===== config.mk =====
export PLATFORM = sky130hd
export DESIGN_NAME = qbp_port_top
export DESIGN_NICKNAME = d
export VERILOG_FILES = /design/src/hw/qbp_pkg.sv /design/src/hw/qbp_core_if.sv /design/src/hw/qbp_latch_bank.sv /design/src/hw/qbp_reset_filter.sv /design/src/hw/qbp_port_top.sv
export SDC_FILE = /design/constraint.sdc
export NUM_CORES = 1
export LEC_CHECK = 0
export BUFFER_PORTS_ARGS = -buffer_cell sky130_fd_sc_hd__clkbuf_2
export CAP_MARGIN = 20
export CORE_MARGIN = 2
export CORE_UTILIZATION = 30
export DETAILED_ROUTE_END_ITERATION = 7
export GPL_TIMING_DRIVEN = 0
export PLACE_DENSITY = 0.47
export SKIP_LAST_GASP = 1
export SYNTH_ARGS = -nofsm -noshare
export SYNTH_HDL_FRONTEND = slang
export SYNTH_HIERARCHICAL = 1
export SYNTH_SLANG_ARGS = --single-unit

===== constraint.sdc =====
create_clock -name sys_clk -period 6.9 [get_ports sys_clk]
set_input_delay 1.38 -clock sys_clk [delete_from_list [all_inputs] [get_ports sys_clk]]
set_output_delay 1.38 -clock sys_clk [all_outputs]
set_load 0.03 [all_outputs]

===== src/hw/qbp_pkg.sv =====
// Package: constants and types for the quasi-bidirectional port latch block
package qbp_pkg;
	localparam int           QBP_NUM_PORTS      = 5;
	localparam int           QBP_PORT_W         = 8;
	localparam int           QBP_SEL_W          = 3;
	localparam logic [7:0]   QBP_LATCH_RST      = 8'hff;
	localparam int           QBP_BOOST_OSC      = 2;
	localparam int           QBP_RST_MCYC       = 2;
	localparam int           QBP_OSC_PER_MCYC   = 12;
	localparam int           QBP_RST_CYC        = QBP_RST_MCYC * QBP_OSC_PER_MCYC;
	localparam logic [2:0]   QBP_PORT0          = 3'h0;
	localparam logic [2:0]   QBP_PORT2          = 3'h2;
	localparam int           QBP_RST_CNT_W      = 6;
	typedef enum logic [1:0] {
		QBP_OP_WRITE,
		QBP_OP_RMW_BYTE,
		QBP_OP_RMW_BIT,
		QBP_OP_NONE
	} qbp_op_t;
endpackage : qbp_pkg


===== src/hw/qbp_core_if.sv =====
// Interface: core strobes and data toward the port latches
`timescale 1ns/1ns
`default_nettype none
interface qbp_core_if;
	import qbp_pkg::*;
	logic                  wr_stb;
	logic [QBP_SEL_W-1:0]  wr_port;
	logic [QBP_PORT_W-1:0] wr_data;
	logic [QBP_NUM_PORTS*QBP_PORT_W-1:0] latch_q;
	modport ctl (output wr_stb, output wr_port, output wr_data, input latch_q);
	modport lat (input wr_stb, input wr_port, input wr_data, output latch_q);
endinterface : qbp_core_if
`default_nettype wire


===== src/hw/qbp_latch_bank.sv =====
// Module: five port output latches with transition boost pulse
`timescale 1ns/1ns
`default_nettype none
module qbp_latch_bank
	import qbp_pkg::*;
(
	// Clock and reset
	input  wire logic                            sys_clk,
	input  wire logic                            rst,
	input  wire logic                            clk_en,
	// Core side
	qbp_core_if.lat                              core,
	// Boost pulse per bit
	output var  logic [QBP_NUM_PORTS*QBP_PORT_W-1:0] boost
);
	localparam int N = QBP_NUM_PORTS * QBP_PORT_W;
	logic [N-1:0] port_output_latch_ff;
	logic [N-1:0] boost_a_ff;
	logic [N-1:0] boost_b_ff;
	logic [N-1:0] nxt_latch;
	logic [N-1:0] rise;

	// Write strobe loads the selected port latch
	genvar g;
	generate
		for (g = 0; g < QBP_NUM_PORTS; g++) begin : g_port
			assign nxt_latch[g*QBP_PORT_W +: QBP_PORT_W] =
				(core.wr_stb && core.wr_port == QBP_SEL_W'(g)) ? core.wr_data :
				port_output_latch_ff[g*QBP_PORT_W +: QBP_PORT_W];
		end
	endgenerate

	// Zero to one latch change
	assign rise = nxt_latch & ~port_output_latch_ff;

	// Latch storage, all ones at reset
	always_ff @(posedge sys_clk) begin
		if (rst) begin
			port_output_latch_ff <= {QBP_NUM_PORTS{QBP_LATCH_RST}};
			boost_a_ff <= '0;
			boost_b_ff <= '0;
		end else if (clk_en) begin
			port_output_latch_ff <= nxt_latch;
			boost_a_ff <= rise;
			boost_b_ff <= boost_a_ff;
		end
	end

	// Two cycle boost after each rise
	assign boost = boost_a_ff | boost_b_ff;
	assign core.latch_q = port_output_latch_ff;
endmodule : qbp_latch_bank
`default_nettype wire


===== src/hw/qbp_reset_filter.sv =====
// Module: reset pin filter requiring two machine cycles high
`timescale 1ns/1ns
`default_nettype none
module qbp_reset_filter
	import qbp_pkg::*;
(
	// Clock and reset
	input  wire logic sys_clk,
	input  wire logic rst,
	input  wire logic clk_en,
	// Synchronised pin level
	input  wire logic pin_hi,
	// Filtered reset
	output var  logic dev_rst
);
	logic [QBP_RST_CNT_W-1:0] cnt_ff;
	logic                     dev_rst_ff;
	logic                     full;
	localparam logic [QBP_RST_CNT_W-1:0] CNT_MAX = QBP_RST_CNT_W'(QBP_RST_CYC - 1);

	assign full = (cnt_ff == CNT_MAX);

	// Count consecutive high oscillator cycles
	always_ff @(posedge sys_clk) begin
		if (rst) begin
			cnt_ff     <= '0;
			dev_rst_ff <= 1'b0;
		end else if (clk_en) begin
			if (!pin_hi) begin
				cnt_ff     <= '0;
				dev_rst_ff <= 1'b0;
			end else if (full) begin
				dev_rst_ff <= 1'b1;
			end else begin
				cnt_ff <= cnt_ff + 1'b1;
			end
		end
	end
	assign dev_rst = dev_rst_ff;
endmodule : qbp_reset_filter
`default_nettype wire


===== src/hw/qbp_port_top.sv =====
// Top: quasi-bidirectional port latch logic for five ports
`timescale 1ns/1ns
`default_nettype none
module qbp_port_top
	import qbp_pkg::*;
(
	// Clock, enable and reset
	input  wire logic                 sys_clk,
	input  wire logic                 rst,
	input  wire logic                 clk_en,
	// Reset pin level
	input  wire logic                 reset_pin,
	output logic                      dev_rst,
	// Core access
	input  wire logic                 op_stb,
	input  wire qbp_op_t              op_kind,
	input  wire logic [QBP_SEL_W-1:0] op_port,
	input  wire logic [2:0]           op_bit,
	input  wire logic                 op_bit_val,
	input  wire logic [7:0]           op_wdata,
	input  wire logic                 rd_latch_stb,
	input  wire logic                 rd_pin_stb,
	input  wire logic [QBP_SEL_W-1:0] rd_port,
	output logic [7:0]                rd_data,
	output logic                      rd_valid,
	// Alternate functions and memory bus
	input  wire logic [39:0]          alt_en,
	input  wire logic [39:0]          alt_out,
	input  wire logic                 mem_cycle,
	input  wire logic [7:0]           bus_addr_data,
	input  wire logic [7:0]           bus_addr_hi,
	// Pins
	input  wire logic [39:0]          pin_in,
	output logic [39:0]               pin_out,
	output logic [39:0]               pin_oe_n,
	output logic [39:0]               pulldown_en,
	output logic [39:0]               strong_pu_en,
	output logic [39:0]               weak_pu_en,
	output logic [39:0]               keeper_pu_en,
	output logic [39:0]               bus_src_sel
);
	localparam int N = QBP_NUM_PORTS * QBP_PORT_W;

	qbp_core_if core();
	logic [N-1:0] boost;
	logic [N-1:0] latch;
	logic [N-1:0] sync1_ff, sync2_ff, sync3_ff, pin_val_ff;
	logic [N-1:0] drive_val, src_sel, pd, spu;
	logic [7:0]   cur_byte, rmw_byte, pin_byte;
	logic [7:0]   rd_data_ff;
	logic         rd_valid_ff;
	logic         rst_req;
	logic         sys_rst;
	logic [N-1:0] pin_out_ff, pin_oe_n_ff, pd_ff, spu_ff, wpu_ff, kpu_ff, sel_ff;

	// Byte select from flat vector
	function automatic logic [7:0] get_byte(input logic [N-1:0] v, input logic [2:0] p);
		get_byte = v[p*QBP_PORT_W +: QBP_PORT_W];
	endfunction : get_byte

	assign sys_rst = rst | dev_rst;
	assign latch   = core.latch_q;

	// Read-modify-write sources the latch, never the pins
	assign cur_byte = get_byte(latch, op_port);
	assign rmw_byte = (op_kind == QBP_OP_RMW_BIT) ?
		((cur_byte & ~(8'h01 << op_bit)) | ({7'h00, op_bit_val} << op_bit)) :
		op_wdata;
	assign core.wr_stb  = op_stb && op_kind != QBP_OP_NONE;
	assign core.wr_port = op_port;
	assign core.wr_data = (op_kind == QBP_OP_WRITE) ? op_wdata : rmw_byte;

	qbp_latch_bank u_bank (
		.sys_clk (sys_clk),
		.rst     (sys_rst),
		.clk_en  (clk_en),
		.core    (core),
		.boost   (boost)
	);

	qbp_reset_filter u_rstf (
		.sys_clk (sys_clk),
		.rst     (rst),
		.clk_en  (clk_en),
		.pin_hi  (rst_req),
		.dev_rst (dev_rst)
	);

	// Reset pin synchroniser stages
	logic rsync1_ff, rsync2_ff, rsync3_ff;
	assign rst_req = rsync2_ff & rsync3_ff;
	always_ff @(posedge sys_clk) begin
		if (clk_en) begin
			rsync1_ff <= reset_pin;
			rsync2_ff <= rsync1_ff;
			rsync3_ff <= rsync2_ff;
		end
	end

	// Pin synchronisers, change accepted when stages two and three agree
	always_ff @(posedge sys_clk) begin
		if (rst) begin
			sync1_ff   <= '0;
			sync2_ff   <= '0;
			sync3_ff   <= '0;
			pin_val_ff <= '0;
		end else if (clk_en) begin
			sync1_ff <= pin_in;
			sync2_ff <= sync1_ff;
			sync3_ff <= sync2_ff;
			pin_val_ff <= (sync2_ff & sync3_ff) | (pin_val_ff & (sync2_ff | sync3_ff));
		end
	end

	// Per-bit source selection and drivers
	genvar g;
	generate
		for (g = 0; g < N; g++) begin : g_bit
			localparam int PORT = g / QBP_PORT_W;
			localparam int BIT  = g % QBP_PORT_W;
			localparam bit IS_BUS = (PORT == 0) || (PORT == 2);
			assign src_sel[g] = IS_BUS && mem_cycle;
			assign drive_val[g] = src_sel[g] ?
				((PORT == 0) ? bus_addr_data[BIT] : bus_addr_hi[BIT]) :
				(alt_en[g] ? (latch[g] & alt_out[g]) : latch[g]);
			assign pd[g] = ~drive_val[g];
			if (PORT == 0) begin : g_p0
				assign spu[g] = src_sel[g] & drive_val[g];
			end else if (PORT == 2) begin : g_p2
				assign spu[g] = (src_sel[g] & drive_val[g]) | (~src_sel[g] & boost[g]);
			end else begin : g_pq
				assign spu[g] = boost[g];
			end
			// Register drivers one cycle after the latch update
			always_ff @(posedge sys_clk) begin
				if (sys_rst) begin
					pd_ff[g]       <= 1'b0;
					spu_ff[g]      <= 1'b0;
					wpu_ff[g]      <= (PORT != 0);
					kpu_ff[g]      <= 1'b0;
					sel_ff[g]      <= 1'b0;
					pin_out_ff[g]  <= 1'b1;
					pin_oe_n_ff[g] <= 1'b1;
				end else if (clk_en) begin
					pd_ff[g]       <= pd[g];
					spu_ff[g]      <= spu[g];
					sel_ff[g]      <= src_sel[g];
					wpu_ff[g]      <= (PORT != 0) && !pd[g];
					kpu_ff[g]      <= (PORT != 0) && !pd[g] && pin_val_ff[g];
					pin_out_ff[g]  <= drive_val[g];
					pin_oe_n_ff[g] <= !(pd[g] || spu[g] || ((PORT != 0) && !pd[g]));
				end
			end
		end
	endgenerate

	// Read data path
	assign pin_byte = get_byte(pin_val_ff, rd_port);
	always_ff @(posedge sys_clk) begin
		if (sys_rst) begin
			rd_data_ff  <= 8'h00;
			rd_valid_ff <= 1'b0;
		end else if (clk_en) begin
			rd_valid_ff <= rd_latch_stb | rd_pin_stb;
			rd_data_ff  <= rd_latch_stb ? get_byte(latch, rd_port) :
				(rd_pin_stb ? pin_byte : 8'h00);
		end
	end

	assign rd_data      = rd_data_ff;
	assign rd_valid     = rd_valid_ff;
	assign pin_out      = pin_out_ff;
	assign pin_oe_n     = pin_oe_n_ff;
	assign pulldown_en  = pd_ff;
	assign strong_pu_en = spu_ff;
	assign weak_pu_en   = wpu_ff;
	assign keeper_pu_en = kpu_ff;
	assign bus_src_sel  = sel_ff;
endmodule : qbp_port_top
`default_nettype wire


After elaboration in Yosys (flattened, before gate mapping)
Index checks and enable logic that the tools add are counted.

word-level totals
  output and inout port bits = 290
  register bits = 492
  logic and storage cells = 571

cells by class
  shift-type cells = 5
  reductions and logical operators = 154
  add/sub/neg operators = 1
  bitwise operators = 126
  eq/ne operators = 9
  muxes and demuxes = 69

operators with widths
  operator                                                            number
  40-bit bitwise AND                                                  3
  40-bit bitwise OR                                                   3
  40-bit by 7-bit indexed part select with 8-bit output               3
  1-bit logical OR                                                    72
  8-bit 2-to-1 mux                                                    9
  1-bit bitwise AND                                                   65
  1-bit 2-to-1 mux                                                    58
  1-bit NOT                                                           41
  1-bit logical NOT                                                   40
  40-bit NOT                                                          1
  1-bit logical AND                                                   38
  6-bit 2-to-1 mux                                                    2
  1-bit bitwise OR                                                    10
  8-bit bitwise AND                                                   1
  8-bit NOT                                                           1
  8-bit bitwise OR                                                    1
  1-bit by 3-bit << shifter with 8-bit output                         1
  1-bit by 3-bit << shifter with 8-bit output (first input constant)  1
  6-bit by 1-bit adder with 6-bit output (second input constant)      1
  3-bit by 2-bit == test with 1-bit output (second input constant)    2
  6-bit by 5-bit == test with 1-bit output (second input constant)    1
  2-bit inequality test (second input constant)                       3
  2-bit AND reduction                                                 2
  3-bit by 1-bit == test with 1-bit output (second input constant)    1
  4 further kinds                                                     4

Depth between registers and ports, before layout
  word-level depth = 8
  depth in mapped cells = 9
  mapped depth without buffers = 6

By module
The synthesis kept the hierarchy.

by module, submodules not included
  module            times used  area each (um2)  cells an instance
  qbp_port_top      1           15108.2          1651
  qbp_latch_bank    1           4678.2           456
  qbp_reset_filter  1           409.1            48

Least setup slack after synthesis
No wires, ideal clock.

  path kind = input to register
  start point = in rst
  end point = reg u_bank.boost_a_ff[24]
  slack = 3753 ps
  arrival time = 3030 ps
  library setup time = 117 ps
  stages on the path = 9
  path buffers = 5
  required time = 6783 ps
  path through = buf_2 -> nor2_2 -> inv_1 -> clkbuf_1 -> clkbuf_1 -> buf_4 -> and3b_1 -> buf_2 -> a32o_1

on the way
  word-level cells in the longest chain between the ends = 1

ends and longest elaborated chain
  item                  RTL line              source
  from (decl)           qbp_port_top.sv:9     input wire logic rst,
  1-bit bitwise OR      qbp_port_top.sv:61    assign sys_rst = rst | dev_rst;
  named net sys_rst     qbp_port_top.sv:53    logic sys_rst;
  to (signal assigned)  qbp_latch_bank.sv:44  boost_a_ff <= rise;
  to (decl)             qbp_latch_bank.sv:18  logic [N-1:0] boost_a_ff;

The timed path passes the listed nets, and every way through them passes these cells.
A chain may end at the register's enable or synchronous reset.

Worst setup path after layout
  start point = in rst
  end point = reg u_bank.boost_b_ff[37]

on the way
  word-level cells in the longest chain between the ends = 1

ends and longest elaborated chain
  item                  RTL line              source
  1-bit bitwise OR      qbp_port_top.sv:61
  named net sys_rst     qbp_port_top.sv:53
  to (signal assigned)  qbp_latch_bank.sv:45  boost_b_ff <= boost_a_ff;
  to (decl)             qbp_latch_bank.sv:19  logic [N-1:0] boost_b_ff;

The timed path passes the listed nets, and every way through them passes these cells.

==> metrics.cfg <==
[run_status]
status = finished clean

[global_routing]
grt_max_degree = 18
use_met1 = 0.262
grt_use_met3 = 0.0421
busiest_layer = met2
overflow = 0
grt_pass1_wl_um = 105000
grt_pass1_vias = 15900
grt_usage = 0.210
grt_antenna_before_repair = 6
grtUsageMet2 = 0.370

[drt]
dr.pass1.iters = 5
wl_per_cell_um = 21.0
wirelength_um = 73400
drtIter0Drc = 1113
vias = 16700
drc = 0
routed_via_density = 4.78
ant_nets = 0

[clock_network]
hold_buffers = 0
cts_buffer_depth = 3
root_buffer = clkbuf_16
ctsResizeCount = 0
cts_tree = done
clock_latency_ps = 610
numCtsBuffers = 54
post_cts_buffers = 0
cts.sink_count = 476
clkTransAtPathRegs_ps = 60
cts.htree.levels = 2

[floorplan]
die_area_um2 = 67200
initial_core_util = 0.303
core_region_area_um2 = 64500
die_x_um = 259
die_height_um = 259
io_pins = 454
rows = 93

[critical_path]
cpMostUsedCell = clkbuf_1
cp-end-kind = flip-flop
crit_buf_inv = 8
worst-path-stages = 10
worstPathCellList = clkbuf_2 > buf_2 > nor2_2 > inv_1 > clkbuf_1 > clkbuf_1 > buf_4 > buf_2 > clkbuf_1 > nor2_1
crit_required_ps = 7370
path_class = in2reg
critPathTopFamily = buffers and inverters
arrival_ps = 4660
rr_worst_depth = 8
cpPeakStageDelay_ps = 750
critical-path-slowest-cell = clkbuf_1
startpoint_type = input port
crit_path_max_fanout = 11

[yosys]
syn-instance-count = 2091
synth_area_um2 = 19600
syn_area_per_cell_um2 = 9.35
synth_warnings = 6

[pwr]
ir_worst_vdd_mv = 0.175
power_mw = 6.46
swShare = 0.272
combPwrFrac = 0.118
p_int_mw = 4.71
clockPowerShare = 0.431
switching_power_mw = 1.76
p_seq_frac = 0.451
cellLeakagePower_nw = 12.0
p_per_area_nw_per_um2 = 263

[layout]
area_growth_pct = 25.5
layout-drive-gt1-share = 0.264
nFillCells = 6663
regArea_um2 = 9560
post-route-util = 0.381
fin_nets = 2764
multiInputGateArea_um2 = 8500

[sta]
whs_ps = 431
setup_viol = 0
worstMarginPinSlew_ps = 1370
tns_ps = 0
clock_skew_ps = 11.4
hold_viol = 0
grt_setup_unrepaired = false
relSlewSlack = 0.0772
min_period_ps = 4190
drv_slew = 0
fin_crit_sh = 0.607
fmax_mhz = 239

[worst_hold_path]
whs_path_depth = 0
hold_class = reg2reg

[job]
drv_cap = 0

[place]
port_buffers = 409
gp_congestion = 0.888
place_hpwl_um = 57500

## sequential cells by signal, indices dropped and copies added, names as in the netlist, 6 cells and up
name                 count
sync3_ff                40
pulldown_en             40
pin_val_ff              40
weak_pu_en              22
u_bank/core.latch_q     40
strong_pu_en            40
keeper_pu_en            32
pin_oe_n                40
rd_data                  8
u_bank/boost_b_ff       32
u_bank/boost_a_ff       32
sync1_ff                40
u_rstf/cnt_ff            6
pin_out                 18
sync2_ff                40
## path summary, 6_finish.rpt
check	start	endpoint	slack (ps)
max reg2reg	u_rstf/dev_rst$_SDFFE_PP0P_	u_bank/boost_b_ff[37]$_SDFFE_PP0P_	3620
min	rsync1_ff$_DFFE_PP_	rsync2_ff$_DFFE_PP_	430
max	rst	u_bank/boost_b_ff[37]$_SDFFE_PP0P_	2710
min reg2reg	rsync1_ff$_DFFE_PP_	rsync2_ff$_DFFE_PP_	430
## power by group through the flow
stage	Clock [mW]	Combinational, mW	Sequential [mW]
final	2.79	0.764	2.91
after global placement	0	0.758	2.97
after floorplan	0	0.386	3.06
after CTS	2.85	0.767	2.91
after detailed placement	0	0.765	2.97
after global routing	2.96	0.814	2.92
## per-stage QoR
| stage | instance area [um^2] | setup slack [ps] | std cells |
|---|---|---|---|
| finish | 24500 | 2710 | 3497 |
| global route | 24500 | 2490 | 3495 |
| CTS | 24500 | 2630 | 3494 |
| global placement | 22800 | 2030 | 3394 |
| floorplan | 19700 | 3750 | 2130 |
| detailed placement | 22800 | 2000 | 3397 |
## placed cells by master, fill, tap and decap left out, drive strengths merged, types with 9 or more instances in the layout
| master | n |
|---|---|
| a21o | 72 |
| nor2b | 19 |
| a31oi | 13 |
| a21oi | 139 |
| a21boi | 26 |
| mux2i | 241 |
| clkinv | 10 |
| o21ai | 121 |
| and3 | 9 |
| conb | 40 |
| clkbuf | 577 |
| nor2 | 253 |
| buf | 150 |
| o21a | 41 |
| nand2b | 39 |
| nand3 | 43 |
| dfxtp | 473 |
| inv | 95 |
| o211ai | 9 |
| nand3b | 11 |
| nand2 | 119 |
| or2 | 32 |
| a32o | 32 |
## layout make-up
cell class / instances / area share
buffer: 230 / 0.0526
multi-input combinational: 1331 / 0.346
timing repair buffer: 413 / 0.0845
clock buffer: 84 / 0.0646
clock inverter: 13 / 0.00459
inverter: 93 / 0.0142
sequential: 476 / 0.389
antenna: 2 / 0.000204
tap: 855 / 0.0436
## metal layers
layer  vias to the layer above  routed length, um
li1                       8071                  -
met1                      8032              31000
met2                       503              36500
met3                       112               4290
met4                         8               1550
met5                         -                 48
Power figures use the tool's default switching activity.
